File: config.mk
export PLATFORM = sky130hd
export DESIGN_NAME = usb_ep_dma_flat
export DESIGN_NICKNAME = d
export VERILOG_FILES = /design/src/usb_dma_pkg.sv /design/src/usb_dma_if.sv /design/src/usb_ep_dma.sv /design/src/flat_wrapper.sv
export SDC_FILE = /design/constraint.sdc
export NUM_CORES = 2
export LEC_CHECK = 0
export BUFFER_PORTS_ARGS = -buffer_cell sky130_fd_sc_hd__buf_2
export CORE_MARGIN = 5
export CORE_UTILIZATION = 33
export DETAILED_ROUTE_END_ITERATION = 12
export HOLD_SLACK_MARGIN = 0.15
export MAX_ROUTING_LAYER = met4
export PLACE_DENSITY = 0.56
export SYNTH_ARGS = -nofsm -noshare
export SYNTH_HDL_FRONTEND = slang
export SYNTH_SLANG_ARGS = --single-unit
File: constraint.sdc
create_clock -name clk -period 3.4 [get_ports clk]
set_input_delay 0.34 -clock clk [delete_from_list [all_inputs] [get_ports clk]]
set_output_delay 0.34 -clock clk [all_outputs]
set_load 0.05 [all_outputs]
File: src/usb_dma_pkg.sv
// Shared constants for the endpoint DMA service logic and its DMA engine
package usb_dma_pkg;
  localparam int NUM_EP     = 3;
  localparam int EP_W       = 2;
  localparam int CHANS      = 2 * NUM_EP;
  localparam int FIFO_DEPTH = 64;
  localparam int MAX_PKT    = 64;
  localparam int ARB_SIZE   = 64;
  localparam int ITEM_BITS  = 8;
  localparam int SRC_INC    = 0;
  localparam int DST_INC    = 1;
  localparam int ADDR_W     = 8;
  localparam int CNT_W      = 16;

  localparam logic [ADDR_W-1:0] CTRL_OFF   = 8'h00;
  localparam logic [ADDR_W-1:0] CMD_OFF    = 8'h04;
  localparam logic [ADDR_W-1:0] STATUS_OFF = 8'h08;
  localparam logic [ADDR_W-1:0] MASK_OFF   = 8'h0c;
  localparam logic [ADDR_W-1:0] STATE_OFF  = 8'h10;

  localparam int CTRL_EP_STRIDE = 8;
  localparam int DMA_EN_BIT     = 0;
  localparam int DIR_IN_BIT     = 1;
  localparam int TX_MODE_BIT    = 2;
  localparam int RX_MODE_BIT    = 3;
  localparam int AUTO_ARM_BIT   = 4;
  localparam int AUTO_ACK_BIT   = 5;
  localparam int HOST_MODE_BIT  = 24;
  localparam int CMD_ARM_POS    = 0;
  localparam int CMD_ACK_POS    = 8;
  localparam int INT_TX_POS     = 0;
  localparam int INT_RX_POS     = 8;
  localparam int ST_TXREQ_POS   = 0;
  localparam int ST_RXREQ_POS   = 8;
  localparam int ST_ARMED_POS   = 16;

  localparam logic [31:0] CTRL_RST   = 32'h0000_0000;
  localparam logic [31:0] MASK_RST   = 32'h0000_0000;
  localparam logic [31:0] STATUS_RST = 32'h0000_0000;
  localparam logic [1:0]  RESP_OKAY   = 2'h0;
  localparam logic [1:0]  RESP_SLVERR = 2'h2;

  // Per-packet interrupt setting is 0, completion-only setting is 1
  localparam logic DMA_PER_PACKET_IRQ_SETTING = 1'b0;
  localparam logic DMA_COMPLETION_IRQ_SETTING = 1'b1;

  typedef enum logic [1:0] {
    DMA_IDLE  = 2'h0,
    DMA_FETCH = 2'h1,
    DMA_MOVE  = 2'h3
  } dma_state_e;
endpackage

File: src/usb_dma_if.sv
// Link between endpoint FIFOs and the micro DMA controller
`timescale 1ns/1ps
interface usb_dma_if;
  import usb_dma_pkg::*;
  logic [NUM_EP-1:0] tx_req;
  logic [NUM_EP-1:0] rx_req;
  logic [7:0]        rd_data;
  logic              rd_valid;
  logic              burst;
  logic              wr_valid;
  logic [EP_W-1:0]   wr_ep;
  logic [7:0]        wr_data;
  logic              rd_strobe;
  logic [EP_W-1:0]   rd_ep;
  logic              done_valid;
  logic [EP_W-1:0]   done_ep;
  logic              done_tx;

  modport usb_end (
    output tx_req, rx_req, rd_data, rd_valid,
    input  burst, wr_valid, wr_ep, wr_data, rd_strobe, rd_ep, done_valid, done_ep, done_tx
  );
  modport dma_end (
    input  tx_req, rx_req, rd_data, rd_valid,
    output burst, wr_valid, wr_ep, wr_data, rd_strobe, rd_ep, done_valid, done_ep, done_tx
  );
endinterface // usb_dma_if

File: src/usb_ep_dma.sv
// Endpoint DMA service logic: FIFOs, request channels, interrupts, register slave
// How it works
// - Endpoint zero never gets DMA requests
// - Endpoints one to three: receive and transmit channels
// - Host IN/device OUT receive; others transmit
// - Transmit setting 0 interrupts whenever space frees
// - Transmit setting 1 interrupts on completion, error
// - Auto-arm sends a filled packet without software
// - All DMA traffic uses burst mode
// - DMA interrupts share the single controller vector
// - DMA done and bus done interrupt separately
// - No DMA-complete cause bit; software tracks it
// - Auto-ack releases packet once DMA read it
// - Receive setting 0 interrupts on completion, error
// - Receive setting 1 adds short-packet interrupt
// - Receive DMA reads fixed bytes, writes incrementing, arbitration 64
// - DMA reloads addresses and count, then enables
// - Receive channel may arm early, waits for requests
// - Shared interrupt may mean short, error, transmit
//
// The AXI4-Lite register port and the register addresses were chosen for this implementation.
`timescale 1ns/1ps
module usb_ep_dma import usb_dma_pkg::*; #(
  parameter int DEPTH = FIFO_DEPTH,
  parameter int PKT   = MAX_PKT
) (
  input  wire logic              clk,
  input  wire logic              reset,
  usb_dma_if.usb_end             dma,
  input  wire logic [ADDR_W-1:0] s_axi_awaddr,
  input  wire logic              s_axi_awvalid,
  output logic                   s_axi_awready,
  input  wire logic [31:0]       s_axi_wdata,
  input  wire logic [3:0]        s_axi_wstrb,
  input  wire logic              s_axi_wvalid,
  output logic                   s_axi_wready,
  output logic      [1:0]        s_axi_bresp,
  output logic                   s_axi_bvalid,
  input  wire logic              s_axi_bready,
  input  wire logic [ADDR_W-1:0] s_axi_araddr,
  input  wire logic              s_axi_arvalid,
  output logic                   s_axi_arready,
  output logic      [31:0]       s_axi_rdata,
  output logic      [1:0]        s_axi_rresp,
  output logic                   s_axi_rvalid,
  input  wire logic              s_axi_rready,
  output logic                   usb_irq,
  output logic      [NUM_EP-1:0] tx_pkt_start,
  input  wire logic              tx_pop,
  input  wire logic [EP_W-1:0]   tx_pop_ep,
  output logic      [7:0]        tx_byte,
  input  wire logic [NUM_EP-1:0] tx_pkt_done,
  input  wire logic [NUM_EP-1:0] usb_err,
  input  wire logic              rx_push,
  input  wire logic [EP_W-1:0]   rx_push_ep,
  input  wire logic [7:0]        rx_byte,
  input  wire logic              rx_end,
  input  wire logic              rx_short,
  output logic      [NUM_EP-1:0] rx_room
);
  localparam int AW = $clog2(DEPTH);
  localparam int CW = $clog2(DEPTH + 1);

  logic [31:0]       ctrl_reg;
  logic [31:0]       mask_reg;
  logic [31:0]       status_reg;
  logic              bvalid_reg;
  logic [1:0]        bresp_reg;
  logic              rvalid_reg;
  logic [31:0]       rdata_reg;
  logic [1:0]        rresp_reg;
  logic [7:0]        tx_byte_reg;
  logic [7:0]        rd_data_reg;
  logic              rd_valid_reg;
  logic [NUM_EP-1:0] cmd_arm;
  logic [NUM_EP-1:0] cmd_ack;
  logic [NUM_EP-1:0] ev_tx;
  logic [NUM_EP-1:0] ev_rx;
  logic [NUM_EP-1:0] armed;
  logic [7:0]        head [NUM_EP];
  logic [31:0]       w1c;
  logic [31:0]       state_word;

  wire host_mode = ctrl_reg[HOST_MODE_BIT];
  wire wr_go     = s_axi_awvalid && s_axi_wvalid && !bvalid_reg;
  wire rd_go     = s_axi_arvalid && !rvalid_reg;

  // Endpoint zero maps to no FIFO; its head reads as zero
  function automatic logic [7:0] head_of(input logic [EP_W-1:0] ep);
    logic [7:0] v;
    v = 8'h00;
    for (int k = 0; k < NUM_EP; k++) begin
      if (ep == EP_W'(k + 1)) begin
        v = head[k];
      end
    end
    return v;
  endfunction

  // ****************************************
  // Endpoint FIFOs and packet control
  // ****************************************
  genvar i;
  for (i = 0; i < NUM_EP; i++) begin : g_ep
    localparam int B = i * CTRL_EP_STRIDE;
    logic [7:0]    mem [DEPTH];
    logic [AW-1:0] wp;
    logic [AW-1:0] rp;
    logic [CW-1:0] cnt;
    logic [CW-1:0] fill;
    logic          ready_q;
    logic          armed_q;
    logic          end_q;
    logic          held_q;
    wire [EP_W-1:0] epn = EP_W'(i + 1);
    wire en       = ctrl_reg[B + DMA_EN_BIT];
    wire is_tx    = ctrl_reg[B + DIR_IN_BIT] ^ host_mode;
    wire tx_mode  = ctrl_reg[B + TX_MODE_BIT];
    wire rx_mode  = ctrl_reg[B + RX_MODE_BIT];
    wire auto_arm = ctrl_reg[B + AUTO_ARM_BIT];
    wire auto_ack = ctrl_reg[B + AUTO_ACK_BIT];
    wire room     = cnt < CW'(DEPTH);
    wire wr_hit   = dma.wr_valid && dma.wr_ep == epn && is_tx;
    wire rd_hit   = dma.rd_strobe && dma.rd_ep == epn && !is_tx;
    // Non-burst accesses are dropped and flagged as errors
    wire dwr      = wr_hit && dma.burst && room;
    wire drd      = rd_hit && dma.burst && cnt != '0;
    wire bad      = (wr_hit || rd_hit) && !dma.burst;
    wire upush    = rx_push && rx_push_ep == epn && rx_room[i];
    wire upop     = tx_pop && tx_pop_ep == epn && is_tx && armed_q && cnt != '0;
    wire push     = is_tx ? dwr : upush;
    wire pop      = is_tx ? upop : drd;
    wire done_hit = dma.done_valid && dma.done_ep == epn;
    wire done_tx  = done_hit && dma.done_tx && is_tx;
    wire done_rx  = done_hit && !dma.done_tx && !is_tx;
    wire arm_now  = ready_q && !armed_q && (auto_arm || cmd_arm[i]);
    wire err      = usb_err[i] || bad;

    always_ff @(posedge clk) begin
      if (push) begin
        mem[wp] <= is_tx ? dma.wr_data : rx_byte;
      end
    end

    always_ff @(posedge clk) begin
      if (reset) begin
        wp  <= '0;
        rp  <= '0;
        cnt <= '0;
      end else begin
        wp  <= push ? AW'(wp + 1'b1) : wp;
        rp  <= pop ? AW'(rp + 1'b1) : rp;
        cnt <= CW'(cnt + CW'(push) - CW'(pop));
      end
    end

    // Transmit packet: fill, ready, armed, sent
    always_ff @(posedge clk) begin
      if (reset) begin
        fill    <= '0;
        ready_q <= 1'b0;
        armed_q <= 1'b0;
        end_q   <= 1'b0;
      end else if (tx_pkt_done[i]) begin
        fill    <= '0;
        ready_q <= 1'b0;
        armed_q <= 1'b0;
        end_q   <= 1'b0;
      end else begin
        fill    <= dwr ? CW'(fill + 1'b1) : fill;
        if ((dwr && fill == CW'(PKT - 1)) || (done_tx && (fill != '0 || dwr))) begin
          ready_q <= 1'b1;
        end
        if (arm_now) begin
          armed_q <= 1'b1;
        end
        if (done_tx) begin
          end_q <= 1'b1;
        end
      end
    end

    // Received packet holds off the next until released
    always_ff @(posedge clk) begin
      if (reset) begin
        held_q <= 1'b0;
      end else if (upush && rx_end) begin
        held_q <= 1'b1;
      end else if (cmd_ack[i] || (held_q && auto_ack && cnt == '0)) begin
        held_q <= 1'b0;
      end
    end

    assign head[i]         = mem[rp];
    assign armed[i]        = armed_q;
    assign tx_pkt_start[i] = arm_now;
    assign dma.tx_req[i]   = en && is_tx && !ready_q && room;
    assign dma.rx_req[i]   = en && !is_tx && cnt != '0;
    assign rx_room[i]      = !is_tx && !held_q && room;
    // Space frees per sent packet; completion-only waits for the last one
    assign ev_tx[i] = err || done_tx || (tx_pkt_done[i] && is_tx &&
                      (tx_mode == DMA_PER_PACKET_IRQ_SETTING || (end_q && cnt == '0)));
    assign ev_rx[i] = err || done_rx || (rx_mode == DMA_COMPLETION_IRQ_SETTING &&
                      upush && rx_end && rx_short);
  end

  always_ff @(posedge clk) begin
    if (reset) begin
      tx_byte_reg  <= 8'h00;
      rd_data_reg  <= 8'h00;
      rd_valid_reg <= 1'b0;
    end else begin
      if (tx_pop) begin
        tx_byte_reg <= head_of(tx_pop_ep);
      end
      rd_valid_reg <= dma.rd_strobe;
      if (dma.rd_strobe) begin
        rd_data_reg <= head_of(dma.rd_ep);
      end
    end
  end

  // ****************************************
  // Register slave
  // ****************************************
  always_comb begin
    w1c     = 32'h0;
    cmd_arm = '0;
    cmd_ack = '0;
    if (wr_go && s_axi_awaddr == STATUS_OFF) begin
      w1c = s_axi_wdata;
    end
    if (wr_go && s_axi_awaddr == CMD_OFF) begin
      cmd_arm = s_axi_wdata[CMD_ARM_POS +: NUM_EP];
      cmd_ack = s_axi_wdata[CMD_ACK_POS +: NUM_EP];
    end
  end

  always_ff @(posedge clk) begin
    if (reset) begin
      ctrl_reg <= CTRL_RST;
      mask_reg <= MASK_RST;
    end else if (wr_go) begin
      for (int b = 0; b < 4; b++) begin
        if (s_axi_wstrb[b] && s_axi_awaddr == CTRL_OFF) begin
          ctrl_reg[8*b +: 8] <= s_axi_wdata[8*b +: 8];
        end
        if (s_axi_wstrb[b] && s_axi_awaddr == MASK_OFF) begin
          mask_reg[8*b +: 8] <= s_axi_wdata[8*b +: 8];
        end
      end
    end
  end

  // A new event in the clearing cycle survives the write of one
  always_ff @(posedge clk) begin
    if (reset) begin
      status_reg <= STATUS_RST;
    end else begin
      status_reg <= (status_reg & ~w1c) | (32'(ev_tx) << INT_TX_POS) |
                    (32'(ev_rx) << INT_RX_POS);
    end
  end

  always_ff @(posedge clk) begin
    if (reset) begin
      bvalid_reg <= 1'b0;
      bresp_reg  <= RESP_OKAY;
    end else if (wr_go) begin
      bvalid_reg <= 1'b1;
      bresp_reg  <= (s_axi_awaddr == CTRL_OFF || s_axi_awaddr == CMD_OFF ||
                     s_axi_awaddr == STATUS_OFF || s_axi_awaddr == MASK_OFF) ?
                    RESP_OKAY : RESP_SLVERR;
    end else if (s_axi_bready) begin
      bvalid_reg <= 1'b0;
    end
  end

  assign state_word = (32'(dma.tx_req) << ST_TXREQ_POS) | (32'(dma.rx_req) << ST_RXREQ_POS) |
                      (32'(armed) << ST_ARMED_POS);

  always_ff @(posedge clk) begin
    if (reset) begin
      rvalid_reg <= 1'b0;
      rdata_reg  <= 32'h0;
      rresp_reg  <= RESP_OKAY;
    end else if (rd_go) begin
      rvalid_reg <= 1'b1;
      rresp_reg  <= RESP_OKAY;
      unique case (s_axi_araddr)
        CTRL_OFF:   rdata_reg <= ctrl_reg;
        CMD_OFF:    rdata_reg <= 32'h0;
        STATUS_OFF: rdata_reg <= status_reg;
        MASK_OFF:   rdata_reg <= mask_reg;
        STATE_OFF:  rdata_reg <= state_word;
        default: begin
          rdata_reg <= 32'h0;
          rresp_reg <= RESP_SLVERR;
        end
      endcase
    end else if (s_axi_rready) begin
      rvalid_reg <= 1'b0;
    end
  end

  assign s_axi_awready = wr_go;
  assign s_axi_wready  = wr_go;
  assign s_axi_bvalid  = bvalid_reg;
  assign s_axi_bresp   = bresp_reg;
  assign s_axi_arready = !rvalid_reg;
  assign s_axi_rvalid  = rvalid_reg;
  assign s_axi_rdata   = rdata_reg;
  assign s_axi_rresp   = rresp_reg;
  assign usb_irq       = |(status_reg & mask_reg);
  assign tx_byte       = tx_byte_reg;
  assign dma.rd_data   = rd_data_reg;
  assign dma.rd_valid  = rd_valid_reg;
endmodule // usb_ep_dma
File: src/flat_wrapper.sv
// flat-port wrapper written by rule: the top's interface ports become plain ports
module usb_ep_dma_flat import usb_dma_pkg::*;
#(
  parameter int DEPTH = FIFO_DEPTH,
  parameter int PKT   = MAX_PKT
)
  (clk, reset, s_axi_awaddr, s_axi_awvalid, s_axi_awready, s_axi_wdata, s_axi_wstrb, s_axi_wvalid, s_axi_wready, s_axi_bresp, s_axi_bvalid, s_axi_bready, s_axi_araddr, s_axi_arvalid, s_axi_arready, s_axi_rdata, s_axi_rresp, s_axi_rvalid, s_axi_rready, usb_irq, tx_pkt_start, tx_pop, tx_pop_ep, tx_byte, tx_pkt_done, usb_err, rx_push, rx_push_ep, rx_byte, rx_end, rx_short, rx_room, dma_tx_req, dma_rx_req, dma_rd_data, dma_rd_valid, dma_burst, dma_wr_valid, dma_wr_ep, dma_wr_data, dma_rd_strobe, dma_rd_ep, dma_done_valid, dma_done_ep, dma_done_tx);
  usb_dma_if dma_i ();
  input  wire logic clk;
  input  wire logic reset;
  input  wire logic [ADDR_W-1:0] s_axi_awaddr;
  input  wire logic s_axi_awvalid;
  output logic s_axi_awready;
  input  wire logic [31:0] s_axi_wdata;
  input  wire logic [3:0] s_axi_wstrb;
  input  wire logic s_axi_wvalid;
  output logic s_axi_wready;
  output logic      [1:0] s_axi_bresp;
  output logic s_axi_bvalid;
  input  wire logic s_axi_bready;
  input  wire logic [ADDR_W-1:0] s_axi_araddr;
  input  wire logic s_axi_arvalid;
  output logic s_axi_arready;
  output logic      [31:0] s_axi_rdata;
  output logic      [1:0] s_axi_rresp;
  output logic s_axi_rvalid;
  input  wire logic s_axi_rready;
  output logic usb_irq;
  output logic      [NUM_EP-1:0] tx_pkt_start;
  input  wire logic tx_pop;
  input  wire logic [EP_W-1:0] tx_pop_ep;
  output logic      [7:0] tx_byte;
  input  wire logic [NUM_EP-1:0] tx_pkt_done;
  input  wire logic [NUM_EP-1:0] usb_err;
  input  wire logic rx_push;
  input  wire logic [EP_W-1:0] rx_push_ep;
  input  wire logic [7:0] rx_byte;
  input  wire logic rx_end;
  input  wire logic rx_short;
  output logic      [NUM_EP-1:0] rx_room;
  output wire logic [$bits(dma_i.tx_req)-1:0] dma_tx_req;
  output wire logic [$bits(dma_i.rx_req)-1:0] dma_rx_req;
  output wire logic [$bits(dma_i.rd_data)-1:0] dma_rd_data;
  output wire logic [$bits(dma_i.rd_valid)-1:0] dma_rd_valid;
  input wire logic [$bits(dma_i.burst)-1:0] dma_burst;
  input wire logic [$bits(dma_i.wr_valid)-1:0] dma_wr_valid;
  input wire logic [$bits(dma_i.wr_ep)-1:0] dma_wr_ep;
  input wire logic [$bits(dma_i.wr_data)-1:0] dma_wr_data;
  input wire logic [$bits(dma_i.rd_strobe)-1:0] dma_rd_strobe;
  input wire logic [$bits(dma_i.rd_ep)-1:0] dma_rd_ep;
  input wire logic [$bits(dma_i.done_valid)-1:0] dma_done_valid;
  input wire logic [$bits(dma_i.done_ep)-1:0] dma_done_ep;
  input wire logic [$bits(dma_i.done_tx)-1:0] dma_done_tx;
  assign dma_tx_req = dma_i.tx_req;
  assign dma_rx_req = dma_i.rx_req;
  assign dma_rd_data = dma_i.rd_data;
  assign dma_rd_valid = dma_i.rd_valid;
  assign dma_i.burst = dma_burst;
  assign dma_i.wr_valid = dma_wr_valid;
  assign dma_i.wr_ep = dma_wr_ep;
  assign dma_i.wr_data = dma_wr_data;
  assign dma_i.rd_strobe = dma_rd_strobe;
  assign dma_i.rd_ep = dma_rd_ep;
  assign dma_i.done_valid = dma_done_valid;
  assign dma_i.done_ep = dma_done_ep;
  assign dma_i.done_tx = dma_done_tx;
  usb_ep_dma #(.DEPTH(DEPTH), .PKT(PKT)) u_core (.clk(clk), .reset(reset), .dma(dma_i), .s_axi_awaddr(s_axi_awaddr), .s_axi_awvalid(s_axi_awvalid), .s_axi_awready(s_axi_awready), .s_axi_wdata(s_axi_wdata), .s_axi_wstrb(s_axi_wstrb), .s_axi_wvalid(s_axi_wvalid), .s_axi_wready(s_axi_wready), .s_axi_bresp(s_axi_bresp), .s_axi_bvalid(s_axi_bvalid), .s_axi_bready(s_axi_bready), .s_axi_araddr(s_axi_araddr), .s_axi_arvalid(s_axi_arvalid), .s_axi_arready(s_axi_arready), .s_axi_rdata(s_axi_rdata), .s_axi_rresp(s_axi_rresp), .s_axi_rvalid(s_axi_rvalid), .s_axi_rready(s_axi_rready), .usb_irq(usb_irq), .tx_pkt_start(tx_pkt_start), .tx_pop(tx_pop), .tx_pop_ep(tx_pop_ep), .tx_byte(tx_byte), .tx_pkt_done(tx_pkt_done), .usb_err(usb_err), .rx_push(rx_push), .rx_push_ep(rx_push_ep), .rx_byte(rx_byte), .rx_end(rx_end), .rx_short(rx_short), .rx_room(rx_room));
endmodule
Yosys cells after proc, flatten, opt, wreduce, memory -nomap -nowiden
Memories as Yosys holds them, arrays and structs flattened. A register that Yosys moved wholly into a read port is not among the register bits.
Index checks and enable logic that the tools add are counted.
{ "classes": {"muxes": 43, "n_eq_ne": 25, "bitwise_logic": 13, "n_lt_le_gt_ge": 3, "addsub": 15, "n_reduce_logical": 214} }
{ "ops": {"columns": ["cell", "n"], "rows": [
  ["$logic_and A1 B1 Y1", 133],
  ["$pmux W32 S4", 1],
  ["$mux W8", 9],
  ["$and A32 B32 Y32", 2],
  ["$reduce_bool A7 Y1", 6],
  ["$add A6 B1 Y6 const B", 6],
  ["$logic_or A1 B1 Y1", 36],
  ["$mux W6", 6],
  ["$eq A8 B4 Y1 const B", 4],
  ["$mux W32", 1],
  ["$not A32 Y32", 1],
  ["$or A32 B11 Y32", 1],
  ["$or A32 B19 Y32", 1],
  ["$or A32 B3 Y32", 1],
  ["$reduce_or A32 Y1", 1],
  ["$mux W1", 22],
  ["$add A7 B1 Y7", 3],
  ["$add A7 B1 Y7 const B", 3],
  ["$eq A7 B6 Y1 const B", 3],
  ["$logic_not A7 Y1", 3],
  ["$lt A7 B7 Y1 const B", 3],
  ["$sub A7 B1 Y7", 3],
  ["$eq A2 B2 Y1 const B", 10],
  ["$eq A8 B3 Y1 const B", 2],
  ["other kinds (13)", 52]
]} }
{ "word_totals": {"word_cells": 357, "output_inout_bits": 71, "mem_count": 3, "mem_bits_rw": 1536, "register_bits": 241, "in_bits": 100} }
{ "memory_table": {"columns": ["name", "depth", "width", "rd", "rd_ports_with_merged_regs", "wr", "line_no", "text"], "rows": [
  ["u_core.g_ep[0].mem", 64, 8, 1, 1, 1, "usb_ep_dma.sv:106", "logic [7:0] mem [DEPTH];"],
  ["u_core.g_ep[1].mem", 64, 8, 1, 1, 1, "usb_ep_dma.sv:106", null],
  ["u_core.g_ep[2].mem", 64, 8, 1, 1, 1, "usb_ep_dma.sv:106", null]
]} }

Logic depth before layout (Yosys ltp)
{ "logic_depth": {"depth_word": 10, "mapped_depth": 18, "ltp_nobuf": 18} }

Worst setup path after synthesis
OpenSTA, ideal clock, no wires.
{ "synth_path": {"kind": "register -> register", "start": "register u_core.ctrl_reg[24]", "end": "register u_core.g_ep[2].cnt[6]", "setup_time_ps": 128, "t_arrival_ps": 3558, "path_buffers": 3, "path_stages_with_launch": 17, "required_ps": 3272, "setup_slack_ps": -285, "synth_period_minus_slack_ps": 3685, "cell_sequence": "dfxtp_1 buf_4 xor2_1 nor3_1 and4_1 or2_2 buf_2 buf_2 ha_1 fa_1 a21oi_1 o21bai_1 a21oi_1 nor2_1 nor2_1 xnor2_1 nor2_1"} }
{ "synth_between": {"elab_chain_len": 8, "elab_cells_between_ends": 18, "classes_between": "2 x add/sub; 2 x mux; 1 x bitwise; 13 x reduce/logical"} }
{ "synth_rtl": {"columns": ["element", "line_no", "text"], "rows": [
  ["start, declared", "usb_ep_dma.sv:64", "logic [31:0] ctrl_reg;"],
  ["start signal, assigned by index", "usb_ep_dma.sv:246", "ctrl_reg[8*b +: 8] <= s_axi_wdata[8*b +: 8];"],
  ["$xor A1 B1 Y1", "usb_ep_dma.sv:117", "wire is_tx = ctrl_reg[B + DIR_IN_BIT] ^ host_mode;"],
  ["$logic_not A1 Y1", "usb_ep_dma.sv:199", "assign rx_room[i] = !is_tx && !held_q && room;"],
  ["$logic_and A1 B1 Y1 (2 in series)", "usb_ep_dma.sv:199", null],
  ["named net rx_room[2]", "flat_wrapper.sv:40", "output logic [NUM_EP-1:0] rx_room;"],
  ["$logic_and A1 B1 Y1", "usb_ep_dma.sv:129", "wire upush = rx_push && rx_push_ep == epn && rx_room[i];"],
  ["$mux W1", "usb_ep_dma.sv:131", "wire push = is_tx ? dwr : upush;"],
  ["$add A7 B1 Y7", "usb_ep_dma.sv:153", "cnt <= CW'(cnt + CW'(push) - CW'(pop));"],
  ["$sub A7 B1 Y7", "usb_ep_dma.sv:153", null],
  ["end signal, assigned", "usb_ep_dma.sv:153", null],
  ["end, declared", "usb_ep_dma.sv:109", "logic [CW-1:0] cnt;"]
]} }
The timed path passes the listed nets, and every way through them passes these cells.
A chain may end at the register's enable or synchronous reset.

Final worst setup path
{ "layout_path": {"start": "input port s_axi_wvalid", "end": "output port tx_pkt_start[2]"} }
{ "layout_between": {"elab_chain_len": 6} }
{ "layout_rtl": {"columns": ["element", "line_no", "text"], "rows": [
  ["start, declared", "flat_wrapper.sv:16", "input wire logic s_axi_wvalid;"],
  ["$logic_and A1 B1 Y1 (2 in series)", "usb_ep_dma.sv:85", "wire wr_go = s_axi_awvalid && s_axi_wvalid && !bvalid_reg;"],
  ["$logic_and A1 B1 Y1", "usb_ep_dma.sv:233", "if (wr_go && s_axi_awaddr == CMD_OFF) begin"],
  ["$mux W3", "usb_ep_dma.sv:233", null],
  ["$logic_or A1 B1 Y1", "usb_ep_dma.sv:136", "wire arm_now = ready_q && !armed_q && (auto_arm || cmd_arm[i]);"],
  ["$logic_and A1 B1 Y1", "usb_ep_dma.sv:136", null],
  ["end, declared", "flat_wrapper.sv:29", "output logic [NUM_EP-1:0] tx_pkt_start;"]
]} }
No other way between the ends.

==> metrics <==
drc violations=0; Critical-path top delay cell=dlygate4sd3_1; antenna violations before repair=6; Root Driver=clkbuf_16; Leakage=0.0278 uW; top_reg_cell synth=edfxtp_1; fmax=304 MHz; Max H-tree Level=4; commonest cells after routing, fill and taps aside=edfxtp_1, nor2_1, mux4_2; slowest stage delay, CP=0.55 ns; detailed placer's ending HPWL=132,000 um; Routed wire per std cell=25.2 um; die area=227,000 um^2; Hold Path Class=input port to flip-flop; max-slew violation count=0; worst setup path class=input port to output port; Worst Path Max Fanout=6; most area-consuming cells after synthesis=edfxtp_1, mux4_2, dfxtp_1; pwr dens=556 nW/um^2; Seq/Total Area, Yosys=71.3%; worst-margin pin slew=1.01 ns; vias in the first global route=40,600; setup ws final=0.107 ns; GR Overflow Total=0; Clock Latency Late Sink=0.83 ns; WL final=196,000 um; Post-synth EDFFs=1,536; total CTS buffers=185; PortBufs=168; via count=40,300; async set-reset flop share out of synthesis=0%; library cells used by synthesis=71; Max VDD drop=497 uV; DRT iter0 DRCs=3,915; pre-CTS WS=0.0810 ns; post-layout util=39.5%; Setup Skew=0.0576 ns; Clock Path Buffers=3; Reg clk slew, reported paths=0.06 ns; Core Box Area=217,000 um^2; Chip Height=477 um; Layout area overhead=19.3%; die width=477 um; TritonCTS clock tree=yes; register bit total from synthesis=1,793; syn_area_per_cell=17.2 um^2; Synth Instances=4,174; status=completed; Synth area leader=edfxtp_1; pin count of the biggest net entering global routing=133; vias per cell=5.18; layout cell share with drive strength beyond 1=27.1%; Tcrit/Tclk final=96.9%; I/O Pins=171; global-route total usage across every layer=17.3%; type of origin of the critical path=input port; Clock Sinks=1,793; Period minus WS final=3.29 ns; Arr. time, crit path=2.95 ns; Largest register FFs=1,536; final setup fails=0; Biggest register=u_core.g_ep.mem; Hold Vio Cnt, Final=0; Post-CTS Setup Bufs=0; Initial Utilization=33.1%; nets=4,893; Rel. slew slack=32.8%; Critical Path Sink Type=output port; global-route wire length before repair=286,000 um; leading cell type in the layout, fill and taps excluded=edfxtp_1; Fin Setup TNS=0 ns; DRT Pass-1 Iters=5; post-synth top area share=64.2%; Crit path required time=3.06 ns; Ys Warns=0; Max Cap Viol=0; Site Rows=171; Final ANT Viol Nets=0; GPL Wtd Cong=0.907; CP cell instances=dlygate4sd3_1 > buf_2 > nand2_1 > dlygate4sd3_1 > nor2_1 > and4b_1 > buf_6 > a21oi_1 > nor2b_1 > nor2b_1 > buf_2; cell area after synthesis=71,900 um^2
cells in the mapped netlist (6+ instances only):
cell type and number:
a211oi_1 12, a21oi_1 140, a221oi_1 9, a22o_1 7, a22oi_1 83, a311oi_1 6
a31oi_1 11, a41oi_1 7, and2_1 6, and3_1 12, buf_1 30, buf_2 54
buf_4 31, buf_6 9, clkbuf_1 111, dfxtp_1 257, edfxtp_1 1536, ha_1 36
inv_1 53, mux2_2 42, mux2i_1 154, mux4_1 9, mux4_2 397, nand2_1 226
nand2b_1 46, nand3_1 73, nand3b_1 16, nand4_1 24, nor2_1 472, nor2b_1 39
nor3_1 22, nor4_1 8, nor4b_1 11, o211ai_1 10, o21ai_0 36, o21bai_1 6
o22ai_1 8, or2_2 10, or3_1 16, or3b_2 8, or4_1 8, xnor2_1 24
xor2_1 38
power breakdown:
group / total, uW / internal [uW] / leakage (uW) / switching (uW)
clock: 20800 / 12100 / 0.00307 / 8700
sequential: 24100 / 24000 / 0.0159 / 122
combinational: 2750 / 1080 / 0.00888 / 1660
total: 47700 / 37200 / 0.0278 / 10500
kinds of logic (layout without fill, tap and decap cells):
| kind of cell | count (synthesis) | in the layout | share of synthesized area [%] |
|---|---|---|---|
| xor gates and xnor gates | 62 | 62 | 0.755 |
| and+or+nand+nor | 1017 | 1017 | 6.44 |
| muxes | 602 | 602 | 15.6 |
| DFF | 1793 | 1793 | 71.3 |
| buffers and inverters | 289 | 1024 | 1.88 |
| AOI/OAI and AO/OA | 371 | 371 | 3.33 |
| other | 1 | 6 | 0.00522 |
| adders and majority gates | 39 | 39 | 0.710 |
critical path, delay by kind of cell:
family	cells	cell delay [ns]
and+or+nand+nor	5	0.84
buffers and inverters	5	1.69
AOI/OAI and AO/OA	1	0.09
per-stage QoR:
step | area, um^2 | hold slack [ns] | cells | total power [uW]
2_1_floorplan | 71900 | 0.426 | 4175 | 26300
3_3_place_gp | 78600 | 0.436 | 7337 | 27200
3_5_place_dp | 78600 | 0.440 | 7337 | 27200
4_1_cts | 85700 | 0.150 | 7764 | 48100
5_1_grt | 85800 | 0.162 | 7768 | 49300
6_report | 85800 | 0.175 | 7768 | 47700
final timing paths:
| check | from | to | slack, ns | depth (start not counted) |
|---|---|---|---|---|
| worst max register to register | flip-flop | u_core.dma.rd_data[2] | 0.22 | 9 |
| worst min register to register | u_core.g_ep[1].end_q | u_core.g_ep[1].end_q | 0.45 | 2 |
| worst min-delay path | dma_wr_data[6] | u_core.g_ep[2].mem[48][6] | 0.18 | 3 |
| worst max-delay path | s_axi_wvalid | tx_pkt_start[2] | 0.11 | 11 |
routing by layer:
metal	GRT usage [%]	part of all wire [%]	up-vias
met1	23.3	43	21100
met3	2.52	5.7	306
li1	-	-	17600
met2	27.4	48	1331
met5	-	0	-
met4	5.63	3.4	0
final cells by class:
cell class                      instances  area (um^2)
Multi-Input combinational cell       2093        19400
Inverter                               53          199
Timing Repair Buffer                  628         4960
Antenna cell                            4         10.0
Sequential cell                      1793        51300
Clock inverter                        103         1250
Tap cell                             2854         3570
Clock buffer                          240         5040
Fill cell                           19700       131000
repair_timing:
item                                    CTS  global route
endpoints found under the setup margin    0           217
hold buffers                             84             0
gates resized for setup                   0             7
endpoints found under the hold margin   152             0
Note: power is estimated with default switching activity, not from simulation.
